## config.mk

```make
export PLATFORM = sky130hd
export DESIGN_NAME = averaging_filter_readout
export DESIGN_NICKNAME = d
export VERILOG_FILES = /design/src/rtl/avg_filter_pkg.sv /design/src/rtl/averaging_filter_readout.sv /design/src/rtl/pin_sync.sv /design/src/rtl/stream_fifo.sv
export SDC_FILE = /design/constraint.sdc
export NUM_CORES = 1
export LEC_CHECK = 0
export BUFFER_PORTS_ARGS = -buffer_cell sky130_fd_sc_hd__buf_4
export CORE_UTILIZATION = 40
export DETAILED_ROUTE_END_ITERATION = 8
export GPL_TIMING_DRIVEN = 0
export PLACE_DENSITY = 0.66
export SYNTH_ARGS = -nofsm -noshare
export SYNTH_HDL_FRONTEND = slang
export SYNTH_HIERARCHICAL = 1
export SYNTH_SLANG_ARGS = --single-unit
export TNS_END_PERCENT = 30
```

## constraint.sdc

```tcl
create_clock -name CORE_CLK -period 5.28 [get_ports CORE_CLK]
set_input_delay 0 -clock CORE_CLK [delete_from_list [all_inputs] [get_ports CORE_CLK]]
set_output_delay 0 -clock CORE_CLK [all_outputs]
set_load 0.005 [all_outputs]
```

## src/rtl/avg_filter_pkg.sv

```systemverilog
// Purpose: Shared constants and types for the averaging filter readout.
// Assumes: Core clock of 20 MHz; 24-bit signed conversion results.
// Notes:   Conversion time rounds down to whole core clock cycles.
package avg_filter_pkg;

	// Data widths
	localparam int RES_W   = 24;
	localparam int TALLY_W = 16;
	localparam int WORD_W  = RES_W + TALLY_W;
	localparam int ACC_W   = 48;
	localparam int NUM_W   = 17;
	localparam int SCNT_W  = 5;
	localparam int SHIFT_W = 5;

	// Averaging limits
	localparam int                      DIV_SHIFT_MAX = 16;
	localparam logic [NUM_W-1:0]        NUM_MAX       = 17'h1ffff;
	localparam logic [NUM_W-1:0]        TALLY_SAT     = 17'h0ffff;
	localparam logic signed [ACC_W-1:0] POS_FS        = 48'sh0000007fffff;
	localparam logic signed [ACC_W-1:0] NEG_FS        = 48'shffffff800000;

	// Shift clock edges per cycle that end a read
	localparam logic [SCNT_W-1:0] SCK_TERM_CNT = 5'h14;
	localparam logic [SCNT_W-1:0] SCK_CNT_MAX  = 5'h1f;

	// Conversion timing
	localparam int               CLK_PERIOD_NS = 50;
	localparam int               CONV_TIME_NS  = 392;
	localparam int               CONV_CYCLES   = CONV_TIME_NS / CLK_PERIOD_NS;
	localparam int               CONV_W        = 4;
	// Busy spans the counted cycles plus the hand-off cycle
	localparam logic [CONV_W-1:0] CONV_LAST    = CONV_W'(CONV_CYCLES - 2);

	// Result FIFO word: {clear marker, load request, result}
	localparam int FIFO_DEPTH = 8;
	localparam int TAG_LOAD   = RES_W;
	localparam int TAG_CLEAR  = RES_W + 1;
	localparam int FIFO_W     = RES_W + 2;

	// Synchronised pin positions
	localparam int PIN_TRIG = 0;
	localparam int PIN_SCK  = 1;
	localparam int PIN_RSEL = 2;
	localparam int PIN_CASC = 3;
	localparam int PIN_N    = 4;

	typedef enum logic [1:0]
	{
		ST_IDLE = 2'b00,
		ST_CONV = 2'b01,
		ST_DONE = 2'b11
	} conv_state_t;

endpackage : avg_filter_pkg

```

## src/rtl/averaging_filter_readout.sv

```systemverilog
// Purpose: Conversion timing, block averaging and serial readout of a
//          serial-output converter.
// Assumes: All pins are sampled by CORE_CLK; shift clock far slower.
// Notes:   Results and read-start markers pass one FIFO so that the
//          accumulator sees them in the order they happened.
`timescale 1ns/10ps

module averaging_filter_readout
(
	// Clock and reset
	input  wire logic                             CORE_CLK,
	input  wire logic                             RST_B,
	// Conversion control
	input  wire logic                             CONVERSION_TRIGGER,
	input  wire logic [avg_filter_pkg::RES_W-1:0] CORE_RESULT,
	output      logic                             BUSY,
	// Serial read port
	input  wire logic                             SCK,
	input  wire logic                             READ_SELECT_IN,
	input  wire logic                             CASCADE_SEL,
	output      logic                             SERIAL_OUT,
	output      logic                             SERIAL_OUT_OE
);

	////////////////////////////////////////////////////////////////////////
	// Pin synchronisation and edge detection

	logic [avg_filter_pkg::PIN_N-1:0] pin_raw;
	logic [avg_filter_pkg::PIN_N-1:0] pin_s;
	logic [avg_filter_pkg::PIN_N-1:0] pin_d_r;
	logic                             trig_rise;
	logic                             sck_rise;
	logic                             sck_fall;
	logic                             sck_enable;
	logic                             sck_take;
	logic                             sck_shift;

	assign pin_raw = {CASCADE_SEL, READ_SELECT_IN, SCK, CONVERSION_TRIGGER};

	pin_sync
	#(
		.W (avg_filter_pkg::PIN_N)
	)
	u_pin_sync
	(
		.clk   (CORE_CLK),
		.rst_b (RST_B),
		.d     (pin_raw),
		.q     (pin_s)
	);

	always_ff @(posedge CORE_CLK)
	begin
		if (!RST_B)
			pin_d_r <= '0;
		else
			pin_d_r <= pin_s;
	end

	assign trig_rise  = pin_s[avg_filter_pkg::PIN_TRIG] &
	                    ~pin_d_r[avg_filter_pkg::PIN_TRIG];
	assign sck_rise   = pin_s[avg_filter_pkg::PIN_SCK] &
	                    ~pin_d_r[avg_filter_pkg::PIN_SCK];
	assign sck_fall   = ~pin_s[avg_filter_pkg::PIN_SCK] &
	                    pin_d_r[avg_filter_pkg::PIN_SCK];
	// Normal mode only: read select low enables the port
	assign sck_enable = ~pin_s[avg_filter_pkg::PIN_RSEL] &
	                    ~pin_s[avg_filter_pkg::PIN_CASC];
	assign sck_take   = sck_rise & sck_enable;
	assign sck_shift  = sck_fall & sck_enable;

	////////////////////////////////////////////////////////////////////////
	// Conversion timing

	avg_filter_pkg::conv_state_t                state_r;
	avg_filter_pkg::conv_state_t                state_nxt;
	logic [avg_filter_pkg::CONV_W-1:0]          conv_cnt_r;
	logic [avg_filter_pkg::CONV_W-1:0]          conv_cnt_nxt;
	logic [avg_filter_pkg::RES_W-1:0]           result_r;
	logic                                       conv_end;
	logic                                       busy_fall;
	logic                                       fifo_in_ready;

	always_comb
	begin
		state_nxt    = state_r;
		conv_cnt_nxt = conv_cnt_r;
		unique case (state_r)
			avg_filter_pkg::ST_IDLE:
			begin
				// A full FIFO holds off new conversions
				if (trig_rise && fifo_in_ready)
				begin
					state_nxt    = avg_filter_pkg::ST_CONV;
					conv_cnt_nxt = avg_filter_pkg::CONV_LAST;
				end
			end
			avg_filter_pkg::ST_CONV:
			begin
				if (conv_cnt_r == '0)
					state_nxt = avg_filter_pkg::ST_DONE;
				else
					conv_cnt_nxt = conv_cnt_r - 1'b1;
			end
			avg_filter_pkg::ST_DONE:
			begin
				if (fifo_in_ready)
					state_nxt = avg_filter_pkg::ST_IDLE;
			end
			default:
			begin
				state_nxt = avg_filter_pkg::ST_IDLE;
			end
		endcase
	end

	assign conv_end  = (state_r == avg_filter_pkg::ST_CONV) &&
	                   (conv_cnt_r == '0);
	assign busy_fall = (state_r == avg_filter_pkg::ST_DONE) & fifo_in_ready;
	// Triggers seen outside idle are dropped
	assign BUSY      = (state_r != avg_filter_pkg::ST_IDLE);

	always_ff @(posedge CORE_CLK)
	begin
		if (!RST_B)
		begin
			state_r    <= avg_filter_pkg::ST_IDLE;
			conv_cnt_r <= '0;
			result_r   <= '0;
		end
		else
		begin
			state_r    <= state_nxt;
			conv_cnt_r <= conv_cnt_nxt;
			if (conv_end)
				result_r <= CORE_RESULT;
		end
	end

	////////////////////////////////////////////////////////////////////////
	// Read tracking per conversion cycle

	logic [avg_filter_pkg::SCNT_W-1:0] sck_cnt_r;
	logic [avg_filter_pkg::SCNT_W-1:0] cyc_cnt;
	logic                              load_ok;
	logic                              read_active_r;
	logic                              read_start;
	logic                              clear_pend_r;
	logic                              push_conv;
	logic                              push_clear;
	logic                              fifo_in_valid;
	logic [avg_filter_pkg::FIFO_W-1:0] fifo_in_data;

	assign cyc_cnt    = (sck_take &&
	                     sck_cnt_r != avg_filter_pkg::SCK_CNT_MAX) ?
	                    sck_cnt_r + 1'b1 : sck_cnt_r;
	// Zero or at least twenty edges release the shift register
	assign load_ok    = (cyc_cnt == '0) ||
	                    (cyc_cnt >= avg_filter_pkg::SCK_TERM_CNT);
	assign read_start = sck_take & ~read_active_r;
	assign push_conv  = busy_fall;
	// Marker goes behind any result completed before the read began
	assign push_clear = clear_pend_r & ~push_conv & fifo_in_ready;
	assign fifo_in_valid = push_conv | push_clear;
	assign fifo_in_data  = push_conv ?
	                       {1'b0, load_ok, result_r} :
	                       {1'b1, 1'b0, {avg_filter_pkg::RES_W{1'b0}}};

	always_ff @(posedge CORE_CLK)
	begin
		if (!RST_B)
		begin
			sck_cnt_r     <= '0;
			read_active_r <= 1'b0;
			clear_pend_r  <= 1'b0;
		end
		else
		begin
			sck_cnt_r     <= busy_fall ? '0 : cyc_cnt;
			read_active_r <= read_start |
			                 (read_active_r & ~(busy_fall & load_ok));
			clear_pend_r  <= read_start | (clear_pend_r & ~push_clear);
		end
	end

	////////////////////////////////////////////////////////////////////////
	// Result FIFO

	logic                              fifo_out_valid;
	logic                              fifo_out_ready;
	logic [avg_filter_pkg::FIFO_W-1:0] fifo_out_data;

	stream_fifo
	#(
		.W     (avg_filter_pkg::FIFO_W),
		.DEPTH (avg_filter_pkg::FIFO_DEPTH)
	)
	u_fifo
	(
		.clk       (CORE_CLK),
		.rst_b     (RST_B),
		.in_valid  (fifo_in_valid),
		.in_ready  (fifo_in_ready),
		.in_data   (fifo_in_data),
		.out_valid (fifo_out_valid),
		.out_ready (fifo_out_ready),
		.out_data  (fifo_out_data)
	);

	////////////////////////////////////////////////////////////////////////
	// Accumulator

	logic signed [avg_filter_pkg::ACC_W-1:0] acc_r;
	logic signed [avg_filter_pkg::ACC_W-1:0] sample_ext;
	logic [avg_filter_pkg::NUM_W-1:0]        num_r;
	logic [avg_filter_pkg::NUM_W-1:0]        num_inc;
	logic                                    load_pend_r;
	logic                                    drain;
	logic                                    d_clear;
	logic                                    d_load;

	// Drain stalls for one cycle while the shift register loads
	assign fifo_out_ready = ~load_pend_r;
	assign drain      = fifo_out_valid & fifo_out_ready;
	assign d_clear    = fifo_out_data[avg_filter_pkg::TAG_CLEAR];
	assign d_load     = fifo_out_data[avg_filter_pkg::TAG_LOAD];
	assign sample_ext = {{(avg_filter_pkg::ACC_W - avg_filter_pkg::RES_W)
	                     {fifo_out_data[avg_filter_pkg::RES_W-1]}},
	                     fifo_out_data[avg_filter_pkg::RES_W-1:0]};
	assign num_inc    = (num_r == avg_filter_pkg::NUM_MAX) ?
	                    num_r : num_r + 1'b1;

	always_ff @(posedge CORE_CLK)
	begin
		if (!RST_B)
		begin
			acc_r       <= '0;
			num_r       <= '0;
			load_pend_r <= 1'b0;
		end
		else
		begin
			load_pend_r <= drain & ~d_clear & d_load;
			if (drain && d_clear)
			begin
				acc_r <= '0;
				num_r <= '0;
			end
			else if (drain)
			begin
				acc_r <= acc_r + sample_ext;
				num_r <= num_inc;
			end
		end
	end

	////////////////////////////////////////////////////////////////////////
	// Weighting, clamp and tally

	function automatic logic [avg_filter_pkg::SHIFT_W-1:0] div_shift
	(
		input logic [avg_filter_pkg::NUM_W-1:0] n
	);
		logic [avg_filter_pkg::SHIFT_W-1:0] k;
		k = '0;
		for (int i = 0; i < avg_filter_pkg::DIV_SHIFT_MAX; i++)
			if (n > (avg_filter_pkg::NUM_W'(1) << i))
				k = avg_filter_pkg::SHIFT_W'(i + 1);
		return k;
	endfunction : div_shift

	logic [avg_filter_pkg::SHIFT_W-1:0]      shift_k;
	logic signed [avg_filter_pkg::ACC_W-1:0] avg_full;
	logic                                    pos_over;
	logic                                    neg_over;
	logic [avg_filter_pkg::RES_W-1:0]        avg_code;
	logic [avg_filter_pkg::NUM_W-1:0]        num_m1;
	logic [avg_filter_pkg::TALLY_W-1:0]      tally;

	assign shift_k  = div_shift(num_r);
	assign avg_full = acc_r >>> shift_k;
	assign pos_over = (avg_full > avg_filter_pkg::POS_FS);
	assign neg_over = (avg_full < avg_filter_pkg::NEG_FS);
	// Clamp only at full scale, never at the reduced N/M level
	assign avg_code = pos_over ?
	                  avg_filter_pkg::POS_FS[avg_filter_pkg::RES_W-1:0] :
	                  neg_over ?
	                  avg_filter_pkg::NEG_FS[avg_filter_pkg::RES_W-1:0] :
	                  avg_full[avg_filter_pkg::RES_W-1:0];
	assign num_m1   = num_r - 1'b1;
	assign tally    = (num_r == '0) ? '0 :
	                  (num_m1 > avg_filter_pkg::TALLY_SAT) ?
	                  avg_filter_pkg::TALLY_SAT[avg_filter_pkg::TALLY_W-1:0] :
	                  num_m1[avg_filter_pkg::TALLY_W-1:0];

	////////////////////////////////////////////////////////////////////////
	// Output shift register

	logic [avg_filter_pkg::WORD_W-1:0] shift_r;
	logic [avg_filter_pkg::WORD_W-1:0] shift_nxt;

	assign shift_nxt = load_pend_r ? {avg_code, tally} :
	                   sck_shift ?
	                   {shift_r[avg_filter_pkg::WORD_W-2:0], 1'b0} :
	                   shift_r;

	always_ff @(posedge CORE_CLK)
	begin
		if (!RST_B)
			shift_r <= '0;
		else
			shift_r <= shift_nxt;
	end

	assign SERIAL_OUT    = shift_r[avg_filter_pkg::WORD_W-1];
	assign SERIAL_OUT_OE = sck_enable;

endmodule : averaging_filter_readout

```

## src/rtl/pin_sync.sv

```systemverilog
// Purpose: Two flip-flop synchroniser for a group of pin inputs.
// Assumes: Each bit is an independent level.
// Notes:   Only the second stage is visible outside.
`timescale 1ns/10ps
module pin_sync
#(
	parameter int W = 4
)
(
	// Clock and reset
	input  wire logic         clk,
	input  wire logic         rst_b,
	// Pins
	input  wire logic [W-1:0] d,
	output      logic [W-1:0] q
);

	logic [W-1:0] meta_r;

	genvar gi;
	generate
		for (gi = 0; gi < W; gi++)
		begin : g_bit
			always_ff @(posedge clk)
			begin
				if (!rst_b)
				begin
					meta_r[gi] <= 1'b0;
					q[gi]      <= 1'b0;
				end
				else
				begin
					meta_r[gi] <= d[gi];
					q[gi]      <= meta_r[gi];
				end
			end
		end
	endgenerate

endmodule : pin_sync

```

## src/rtl/stream_fifo.sv

```systemverilog
// Purpose: Small synchronous FIFO with valid/ready on both sides.
// Assumes: DEPTH is a power of two.
// Notes:   First word falls through; storage is not reset.
`timescale 1ns/10ps
module stream_fifo
#(
	parameter int W     = 26,
	parameter int DEPTH = 8
)
(
	// Clock and reset
	input  wire logic         clk,
	input  wire logic         rst_b,
	// Fill side
	input  wire logic         in_valid,
	output      logic         in_ready,
	input  wire logic [W-1:0] in_data,
	// Drain side
	output      logic         out_valid,
	input  wire logic         out_ready,
	output      logic [W-1:0] out_data
);

	localparam int AW = $clog2(DEPTH);

	logic [W-1:0] mem_r [DEPTH];
	logic [AW:0]  wr_r;
	logic [AW:0]  rd_r;
	logic         full;
	logic         push;
	logic         pop;

	assign full      = (wr_r[AW] != rd_r[AW]) &&
	                   (wr_r[AW-1:0] == rd_r[AW-1:0]);
	assign in_ready  = ~full;
	assign out_valid = (wr_r != rd_r);
	assign push      = in_valid & in_ready;
	assign pop       = out_valid & out_ready;
	assign out_data  = mem_r[rd_r[AW-1:0]];

	always_ff @(posedge clk)
	begin
		if (!rst_b)
		begin
			wr_r <= '0;
			rd_r <= '0;
		end
		else
		begin
			if (push)
				wr_r <= wr_r + 1'b1;
			if (pop)
				rd_r <= rd_r + 1'b1;
		end
	end

	always_ff @(posedge clk)
	begin
		if (push)
			mem_r[wr_r[AW-1:0]] <= in_data;
	end

endmodule : stream_fifo

```

## Yosys cells after proc, flatten, opt, wreduce, memory -nomap -nowiden

Memory sizes are Yosys's and may differ from the RTL's. A register that Yosys moved wholly into a read port is not among the register bits.
Cells that the tools add are included.

| operators by class | value |
|---|---|
| shift operators | 1 |
| bitwise operators | 34 |
| order comparisons | 20 |
| add/sub/neg operators | 7 |
| eq/ne operators | 11 |
| mux-type cells | 35 |
| reduce and logical (&&, ||, !) cells | 18 |

Operators by type and width:

| kind | number |
|---|---|
| 40-bit two-way mux | 2 |
| 5-bit two-way mux | 16 |
| 48-bit by 24-bit adder with 48-bit output | 1 |
| 48-bit by 24-bit > comparator with 1-bit output, second input constant | 1 |
| 48-bit by 24-bit < comparator with 1-bit output, second input constant | 1 |
| 24-bit two-way mux | 2 |
| 48-bit by 5-bit >>> shifter with 48-bit output | 1 |
| 17-bit by 16-bit > comparator with 1-bit output, second input constant | 2 |
| 16-bit two-way mux | 2 |
| 26-bit two-way mux | 1 |
| 17-bit by 1-bit adder with 17-bit output, second input constant | 1 |
| 1-bit AND | 17 |
| 17-bit == test, second input constant | 1 |
| 17-bit by 1-bit > comparator with 1-bit output, second input constant | 1 |
| 17-bit by 10-bit > comparator with 1-bit output, second input constant | 1 |
| 17-bit by 11-bit > comparator with 1-bit output, second input constant | 1 |
| 17-bit by 12-bit > comparator with 1-bit output, second input constant | 1 |
| 17-bit by 13-bit > comparator with 1-bit output, second input constant | 1 |
| 17-bit by 14-bit > comparator with 1-bit output, second input constant | 1 |
| 17-bit by 15-bit > comparator with 1-bit output, second input constant | 1 |
| 17-bit by 2-bit > comparator with 1-bit output, second input constant | 1 |
| 17-bit by 3-bit > comparator with 1-bit output, second input constant | 1 |
| 17-bit by 4-bit > comparator with 1-bit output, second input constant | 1 |
| 17-bit by 5-bit > comparator with 1-bit output, second input constant | 1 |
| 34 further kinds | 67 |

| storage, ports and cells | value |
|---|---|
| memories | 1 |
| register bits | 161 |
| output and inout port bits | 3 |
| bits in writable memories | 208 |
| logic and storage cells | 148 |

Memories:

| name | words | bits a word | read ports | clocked after memory_dff | wr ports | RTL line | RTL |
|---|---|---|---|---|---|---|---|
| u_fifo.mem_r | 8 | 26 | 1 | 1 | 1 | stream_fifo.sv:26 | `logic [W-1:0] mem_r [DEPTH];` |

## Longest topological paths before layout

Gate-level depths: netlist of the first run.

| logic depth | value |
|---|---|
| depth in word-level cells | 22 |
| depth in mapped cells | 21 |
| mapped depth without buffers | 19 |

## Hierarchy

Netlist of the first run, hierarchy kept.

Modules (own cells, without submodules):

| module | times used | area an instance (µm²) | cells an instance | seq. area each (µm²) |
|---|---|---|---|---|
| averaging_filter_readout | 1 | 12444.4 | 1690 | 2902.8 |
| stream_fifo | 1 | 8849.7 | 387 | 6466.2 |
| pin_sync | 1 | 210.2 | 16 | 160.2 |

## Least setup slack after synthesis of the first run

OpenSTA, ideal clock, no wires.

| timing | value |
|---|---|
| path kind | register -> register |
| start point | register u_fifo.wr_r[0] |
| end point | memory u_fifo.mem_r[3][0] (enable) |
| cell stages (with the launch flop) | 8 |
| clock period less this slack | 4869 ps |
| setup slack | 411 ps |
| data arrival time | 4385 ps |
| data required time | 4796 ps |
| library setup time | 484 ps |
| path through | dfxtp_1 -> buf_2 -> xor2_2 -> nor4_4 -> inv_1 -> nor2b_1 -> nand2_1 -> nor4b_1 |

| on the way | value |
|---|---|
| longest elaborated chain between the ends | 11 |

Ends and longest elaborated chain:

| element | RTL line | RTL |
|---|---|---|
| start: declaration | stream_fifo.sv:27 | `logic [AW:0] wr_r;` |
| start signal: assignment | stream_fifo.sv:51 | `wr_r <= wr_r + 1'b1;` |
| 3-bit == test (*) | stream_fifo.sv:34 | `(wr_r[AW-1:0] == rd_r[AW-1:0]);` |
| 1-bit logical AND (*) | stream_fifo.sv:33 | `assign full = (wr_r[AW] != rd_r[AW]) &&` |
| 1-bit NOT (*) | stream_fifo.sv:35 | `assign in_ready = ~full;` |
| via fifo_in_ready | averaging_filter_readout.sv:82 | `logic fifo_in_ready;` |
| 1-bit AND | averaging_filter_readout.sv:119 | `assign busy_fall = (state_r == avg_filter_pkg::ST_DONE) & fifo_in_ready;` |
| 1-bit NOT | averaging_filter_readout.sv:163 | `assign push_clear = clear_pend_r & ~push_conv & fifo_in_ready;` |
| 1-bit AND (2 in a row) | averaging_filter_readout.sv:163 |  |
| 1-bit OR (*) | averaging_filter_readout.sv:164 | `assign fifo_in_valid = push_conv \| push_clear;` |
| via fifo_in_valid | averaging_filter_readout.sv:151 | `logic fifo_in_valid;` |
| 1-bit AND (*) | stream_fifo.sv:37 | `assign push = in_valid & in_ready;` |
| 1-bit two-way mux (*) | stream_fifo.sv:59 | `if (push)` |
| 1-bit two-way mux (implied by the code) (*) | stream_fifo.sv:60 | `mem_r[wr_r[AW-1:0]] <= in_data;` |
| end: declaration | stream_fifo.sv:26 |  |

The timed path passes the listed nets; every way through them passes the cells marked *.

## Worst setup path in the final report of the first run

| timing | value |
|---|---|
| start point | register num_r[0] in the netlist's numbering |
| end point | register shift_r[27] in the netlist's numbering |

| on the way | value |
|---|---|
| longest elaborated chain between the ends | 22 |
| elaborated cells between the ends (all ways) | 38 |
| classes of those cells | 18 x order compare; 1 x shift; 19 x mux |

Ends and longest elaborated chain:

| element | RTL line | RTL |
|---|---|---|
| start: declaration | averaging_filter_readout.sv:215 | `logic [avg_filter_pkg::NUM_W-1:0] num_r;` |
| start signal: assignment | averaging_filter_readout.sv:252 | `num_r <= num_inc;` |
| 17-bit by 1-bit > comparator with 1-bit output | averaging_filter_readout.sv:267 | `if (n > (avg_filter_pkg::NUM_W'(1) << i))` |
| 1-bit two-way mux | averaging_filter_readout.sv:267 |  |
| 5-bit two-way mux (14 in a row) | averaging_filter_readout.sv:267 |  |
| 5-bit two-way mux (*) | averaging_filter_readout.sv:267 |  |
| 48-bit by 5-bit >>> shifter with 48-bit output (*) | averaging_filter_readout.sv:281 | `assign avg_full = acc_r >>> shift_k;` |
| 48-bit by 24-bit < comparator with 1-bit output | averaging_filter_readout.sv:283 | `assign neg_over = (avg_full < avg_filter_pkg::NEG_FS);` |
| 24-bit two-way mux | averaging_filter_readout.sv:287 | `neg_over ?` |
| 24-bit two-way mux (*) | averaging_filter_readout.sv:285 | `assign avg_code = pos_over ?` |
| 40-bit two-way mux (*) | averaging_filter_readout.sv:302 | `assign shift_nxt = load_pend_r ? {avg_code, tally} :` |
| end signal: assignment | averaging_filter_readout.sv:312 | `shift_r <= shift_nxt;` |
| end: declaration | averaging_filter_readout.sv:299 | `logic [avg_filter_pkg::WORD_W-1:0] shift_r;` |

Every way passes the cells marked *; elsewhere a longest branch is shown, timed or not.
A chain may end at the register's enable or synchronous reset.

==> implementation parameters, run 1 <==
Parameter                              Value

Detailed routing
  Total met2 wirelength after detailed routing ... 30,800 um
  Top Metal Used ... met4
  Vias after detailed routing ... 17.9k
  Met3 WL ... 3890 um
  Vias per cell ... 6.00
  Wirelength per Cell ... 21.8 um
  Post-Route WL ... 65,200 um
  DRC ... 0
  Number of search-and-repair iterations in the first detailed-routing pass ... 9
  Residual antenna-violating net count after detailed routing ... 0
  WL met1 ... 27,900 um
  DRC violation total after the first TritonRoute iteration ... 1,668

Floorplanning
  Number of top-level pins ... 33
  Die outline height ... 234 um
  Area enclosed by the die boundary ... 54,700 um^2
  Core Area ... 52,900 um^2
  Floorplan row count ... 84
  Initial core utilization ... 0.407
  Width of the chip ... 234 um

Setup path
  Class of the most critical setup path ... register to register
  Crit-path max FO ... 7
  Depth of the most critical reg-to-reg path ... 18
  Critical path startpoint category ... register
  Cell with the largest stage delay on the worst path ... a211oi_2
  Worst endpoint required time ... 5.74 ns
  Cell-by-cell trace of the critical path ... or4_4, or3_1, a211oi_2, a21oi_4, a21oi_4, buf_8, buf_6, o211ai_1, buf_4, mux2_2, o22ai_2, a21oi_1, nor4_2, a31oi_4, o31ai_4, buf_4, nor2_1, a211o_1
  Critical path's largest stage delay ... 0.61 ns
  Flop2flop setup slack ... -0.01 ns
  Element type at the critical path end ... register
  Arrival time of the worst setup path ... 5.75 ns
  Startpoint of the most critical register-to-register path ... num_r[0]
  R2R Path End ... shift_r[27]

STA
  Final Hold Viols ... 0
  Worst clock skew on the final layout ... 0.0275 ns
  Setup ws final ... -0.0119 ns
  Final min period ... 5.29 ns
  Slew Limit Fails ... 0
  Setup violation total in the final timing report ... 3
  RSZ-0062 raised after global routing ... true
  Highest clock rate ... 189 MHz
  Crit share post-route ... 1.00
  Worst-case headroom to the max-slew limit ... 0.266
  Sum of negative setup slack ... -0.0193 ns
  Worst Tran Pin Value ... 1.10 ns

Power
  Power Dens Cells ... 407 nW/um^2
  Worst vdd ir ... 0.283 mV
  Portion of total power attributed to the clock network ... 0.280
  LEAKAGE ... 0.00958 uW
  Internal power of the cells ... 6570 uW
  Fraction of power spent switching nets ... 0.371
  Switching power of the nets ... 3880 uW
  Power share of the sequential group ... 0.330
  Combinational share of power ... 0.390

GRT
  Initial antenna violation count ... 0
  Wire length of the first global-routing pass ... 99,700 um
  Number of global-route vias before repair ... 17.1k
  Total congestion overflow ... 0
  Overall global routing resource usage ... 0.236
  Maximum number of pins on one net before global-route repair ... 26

Place
  Final HPWL DP ... 46,200 um
  Port bufs ... 32
  Final weighted congestion in routability-driven placement ... 0.992

Yosys
  Top-area cell type share of the netlist area ... 0.290
  Part of the Yosys area used for sequential elements ... 0.443
  Number of instances in the synthesized netlist ... 2,093
  Flip-flop and latch count after synthesis ... 372
  Synthesis warning total ... 6
  FFs w/ async S/R, synth ... 0
  Number of enable flip-flop cells after synthesis ... 208
  Leading post-synthesis cells by instance count ... nand2_1 (274), edfxtp_1 (208), dfxtp_1 (164)
  Leading cell types by total area after synthesis ... edfxtp_1 (29%), dfxtp_1 (15%), mux4_1 (5.4%)
  Yosys top cell by area ... edfxtp_1
  Mapped Avg Cell Area ... 10.3 um^2
  Count leader, synth ... nand2_1
  Number of distinct library cells after synthesis ... 100
  Synthesized netlist net count ... 2,182
  Area of the mapped netlist ... 21,500 um^2
  Most common flop cell mapped by yosys ... edfxtp_1

Worst hold path
  Hold-critical path depth ... 4
  Kind of path behind the tightest hold check ... input pin to register
  Hold path startpoint ... CORE_RESULT[5]
  Endpoint of the worst hold-timing path ... result_r[5]

Clock tree
  Buffer type at the clock tree root ... clkbuf_16
  Clock transition at the registers of the reported paths ... 0.06 ns
  Worst-case clock buffer depth ... 3
  Total number of clock tree sinks ... 372
  Clk Latency, worst-skew pair ... 0.59 ns
  CTS tree ... yes
  Clock buffers created by TritonCTS ... 42
  Deepest level of the CTS H-tree ... 2

Final layout
  Final core utilization ... 0.486
  Post-layout nets ... 2,357
  ANT cells ... 0
  Fraction of final layout cells sized beyond drive strength 1 ... 0.172
  Growth of design area from synthesis to finish ... 19.5%

Flow run
  Max-cap violation count ... 0

Run status
  Status ... finished with violations
  Violated checks ... setup timing
-- critical path, delay by kind of cell (launching register included) --
kind / cells / cell delay [ns]
AO/OA/AOI/OAI: 9 / 2.33
AND/OR/NAND/NOR: 4 / 1.49
buffers and inverters: 4 / 0.68
flip-flops: 1 / 0.34
multiplexers: 1 / 0.33
-- cells in the final DEF (no fill, tap or decap), types with 8 or more instances in the layout --
cell type	instances
xor2_1	31
nor4_1	13
o221a_2	17
buf_2	18
dfxtp_1	160
buf_6	19
o22ai_1	11
inv_1	25
a21o_1	36
mux4_2	8
clkbuf_1	87
and3_1	23
clkbuf_2	12
mux2i_1	78
o211ai_1	30
o21ai_0	63
dlygate4sd3_1	33
nor2_1	145
and2_1	49
mux4_1	44
o21ai_1	23
nor2b_1	13
a211oi_1	21
a21oi_1	159
or3_1	11
ha_1	58
o21a_1	28
nor3_1	28
edfxtp_1	208
nand2_1	272
buf_4	94
nand2b_1	20
mux2_2	38
a31oi_1	16
xnor2_1	42
nand4_1	20
nand3_1	38
clkbuf_16	44
-- through the flow --
stage | std cells | hold WS, ns | power [uW] | worst slack (ns) | area, um^2
after floorplan | 2093 | 0.122 | 6050 | 0.411 | 21500
after global placement | 2813 | 0.207 | 7050 | -2.45 | 22600
after detailed placement | 2839 | 0.211 | 7090 | -1.13 | 22900
after CTS | 2960 | 0.190 | 10100 | -0.0289 | 25000
after global routing | 2988 | 0.219 | 10900 | -0.117 | 25700
final | 2988 | 0.211 | 10500 | -0.0119 | 25700
-- power by group through the flow --
stage	clock network [uW]	logic, uW	registers, uW
5_1_grt	3080	4380	3470
6_report	2920	4080	3450
3_3_place_gp	0	3570	3480
3_5_place_dp	0	3600	3490
2_1_floorplan	0	2670	3380
4_1_cts	2970	3720	3430
-- cell type report --
type | count | area [um^2]
Multi-Input combinational cell | 1556 | 11900
Clock buffer | 63 | 1220
Sequential cell | 372 | 9540
Inverter | 26 | 97.6
Clock inverter | 13 | 166
Fill cell | 4799 | 27200
Timing Repair Buffer | 139 | 1210
Buffer | 131 | 717
Tap cell | 688 | 861
-- repair_timing --
action,4_1_cts,5_1_grt
cloned,0,2
hold buffers,33,0
pin swaps,10,43
resized for setup,53,118
buffers inserted,16,30
setup endpoints to repair,37,29
hold endpoints to repair,32,0
-- routing by layer --
layer,global-route usage,vias to the layer above
met2,0.393,680
met4,0.0899,0
met3,0.0320,150
li1,-,8296
met1,0.310,8792
met5,0,-
-- registers in the layout, indices dropped and copies added, names as in the netlist, named ones only --
signal	count
pin_d_r	2
u_fifo/rd_r	4
u_pin_sync/q	4
conv_cnt_r	4
read_active_r	1
load_pend_r	1
u_fifo/wr_r	4
shift_r	40
state_r	2
num_r	17
u_pin_sync/meta_r	4
sck_cnt_r	5
acc_r	48
clear_pend_r	1
result_r	24
u_fifo/mem_r	208
-- worst max path at each step --
stage / cells after the start / end / slack, ns / startpoint
floorplan: 7 / u_fifo/mem_r[3][0] / 0.41 / u_fifo/wr_r[0]
global placement: 7 / u_fifo/mem_r[3][16] / -2.45 / u_fifo/wr_r[0]
detailed placement: 16 / shift_r[38] / -1.13 / num_r[1]
CTS: 19 / shift_r[27] / -0.03 / num_r[1]
global route: 18 / shift_r[27] / -0.12 / num_r[0]
finish: 18 / shift_r[27] / -0.01 / num_r[0]
-- cells by family (layout without fill, tap and decap cells) --
logic type      count (synthesis)  count (layout)  share of synthesized area
compound gates                550             550                      0.176
xor+xnor                       78              78                     0.0342
fa+ha+maj                      59              59                     0.0347
buf+inv                       165             372                     0.0362
flops                         372             372                      0.443
mux                           178             178                      0.123
simple gates                  691             691                      0.152
Power figures use the tool's default switching activity.
==> inputs of run 2 (changes only) <==
==> constraint.sdc (replaced) <==
create_clock -name CORE_CLK -period 5.28 [get_ports CORE_CLK]
set_input_delay 1.056 -clock CORE_CLK [delete_from_list [all_inputs] [get_ports CORE_CLK]]
set_output_delay 1.056 -clock CORE_CLK [all_outputs]
set_load 0.005 [all_outputs]
==> implementation parameters, run 2 (synthesis gave the netlist of run 1 again) <==
Parameter                              Value

STA
  Worst Tran Pin Value ... 1.11 ns
  Final min period ... 5.31 ns
  Crit share post-route ... 1.01
  Sum of negative setup slack ... -0.166 ns
  Worst-case headroom to the max-slew limit ... 0.260
  Setup violation total in the final timing report ... 10
  Worst clock skew on the final layout ... 0.0287 ns
  Final Hold Viols ... 0
  RSZ-0062 raised after global routing ... true
  Setup ws final ... -0.0274 ns
  Slew Limit Fails ... 0
  Highest clock rate ... 188 MHz

Setup path
  Critical path startpoint category ... register
  R2R Path End ... shift_r[27]
  Worst endpoint required time ... 5.74 ns
  Startpoint of the most critical register-to-register path ... num_r[0]
  Flop2flop setup slack ... -0.03 ns
  Depth of the most critical reg-to-reg path ... 18
  Crit-path max FO ... 7
  Class of the most critical setup path ... register to register
  Arrival time of the worst setup path ... 5.77 ns
  Element type at the critical path end ... register

Flow run
  Max-cap violation count ... 0

Detailed routing
  DRC violation total after the first TritonRoute iteration ... 1,651
  Post-Route WL ... 65,000 um
  Wirelength per Cell ... 22.0 um
  Vias after detailed routing ... 17.8k
  Vias per cell ... 6.02
  Number of search-and-repair iterations in the first detailed-routing pass ... 5
  Residual antenna-violating net count after detailed routing ... 0
  DRC ... 0

Floorplanning
  Area enclosed by the die boundary ... 54,700 um^2
  Core Area ... 52,900 um^2
  Width of the chip ... 234 um
  Floorplan row count ... 84
  Initial core utilization ... 0.407
  Number of top-level pins ... 33
  Die outline height ... 234 um

Final layout
  ANT cells ... 0
  Post-layout nets ... 2,324
  Fraction of final layout cells sized beyond drive strength 1 ... 0.175
  Flip-flop count of the largest register, all copies and words added ... 208
  Growth of design area from synthesis to finish ... 17.9%
  Most common library cell in the layout ignoring fill and taps ... nand2_1
  Top library cells by usage in the layout, fill and taps aside ... nand2_1 (272), edfxtp_1 (208), dfxtp_1 (160), a21oi_1 (159), nor2_1 (145)
  Finished layout cell area ... 25,400 um^2
  Fillers ... 4,843
  Final core utilization ... 0.480

Place
  Port bufs ... 32
  Final weighted congestion in routability-driven placement ... 0.992
  Final HPWL DP ... 46,200 um
  Cell area reported after detailed placement ... 22,900 um^2
  Setup WS pre-CTS ... -1.13 ns

GRT
  Total congestion overflow ... 0
  Overall global routing resource usage ... 0.234
  Number of global-route vias before repair ... 16.9k
  Met2 Resource Use GR ... 0.389
  Global routing usage on met1 ... 0.309
  Maximum number of pins on one net before global-route repair ... 26
  Wire length of the first global-routing pass ... 99,100 um
  Global route hottest layer ... met2
  Met3 global-route usage ... 0.0320
  Initial antenna violation count ... 0

Worst hold path
  Endpoint of the worst hold-timing path ... u_pin_sync/q[3]
  Hold-critical path depth ... 1
  Hold path startpoint ... u_pin_sync/meta_r[3]
  Kind of path behind the tightest hold check ... register to register

Power
  Worst vdd ir ... 0.278 mV
  LEAKAGE ... 0.00943 uW
  Power Dens Cells ... 411 nW/um^2
  Total power after layout ... 10,400 uW

Run status
  Status ... finished with violations
  Violated checks ... setup timing

Clock tree
  Clk Latency, worst-skew pair ... 0.59 ns
  Total number of clock tree sinks ... 372
  Clock buffers created by TritonCTS ... 42
  Clock transition at the registers of the reported paths ... 0.06 ns
  CTS tree ... yes
  Buffer type at the clock tree root ... clkbuf_16
  Deepest level of the CTS H-tree ... 2
  Hold-fix buffer count after cts ... 0
  Worst-case clock buffer depth ... 3
[run 2: worst max path at each step]
stage | startpoint | endpoint | slack (ns) | depth (start not counted)
2_1_floorplan | u_fifo/wr_r[0] | u_fifo/mem_r[3][0] | 0.41 | 7
3_3_place_gp | u_fifo/wr_r[0] | u_fifo/mem_r[3][16] | -2.45 | 7
3_5_place_dp | num_r[1] | shift_r[38] | -1.13 | 16
4_1_cts | num_r[1] | shift_r[27] | -0.03 | 19
5_1_grt | num_r[0] | shift_r[27] | -0.12 | 18
6_report | num_r[0] | shift_r[27] | -0.03 | 18
[run 2: through the flow]
step / instances / hold slack [ns]
after floorplan: 2093 / 0.406
after global placement: 2813 / 0.417
after detailed placement: 2839 / 0.416
after CTS: 2927 / 0.433
after global routing: 2955 / 0.447
final: 2955 / 0.432
[run 2: what timing repair did]
item,in CTS,in global routing
buffers inserted,16,30
gates cloned,0,2
pin swaps,10,43
endpoints found under the setup margin,37,29
resized for setup,53,118
[run 2: worst max-delay path: stages (launching register included)]
cell,delay (ns)
dfxtp_2,0.34
or4_4,0.58
or3_1,0.45
a211oi_2,0.60
a21oi_4,0.19
a21oi_4,0.34
buf_8,0.19
buf_6,0.13
o211ai_1,0.11
buf_4,0.18
mux2_2,0.33
o22ai_2,0.19
a21oi_1,0.08
nor4_2,0.42
a31oi_4,0.17
o31ai_4,0.39
buf_4,0.18
nor2_1,0.04
a211o_1,0.27
[run 2: per-layer routing]
layer | part of all wire | vias to the layer above
met1 | 0.43 | 8767
li1 | - | 8228
met4 | 0.039 | 0
met5 | 0 | -
met3 | 0.057 | 152
met2 | 0.47 | 649
[run 2: area by class of cell]
cell class	count	area, um^2	share of cell area
flip-flops and latches	372	9540	0.376
repair buffers	106	881	0.0347
clock inverters	13	166	0.00656
well taps	688	861	0.0339
multi-input cells	1556	11900	0.468
clock buffers	63	1220	0.0482
inverters	26	97.6	0.00385
plain buffers	131	717	0.0283
[run 2: power by group]
part | internal [uW] | switching [uW] | leakage, uW
sequential | 3200 | 251 | 0.00322
combinational | 1650 | 2410 | 0.00555
clock | 1710 | 1220 | 0.000670
total | 6560 | 3880 | 0.00943
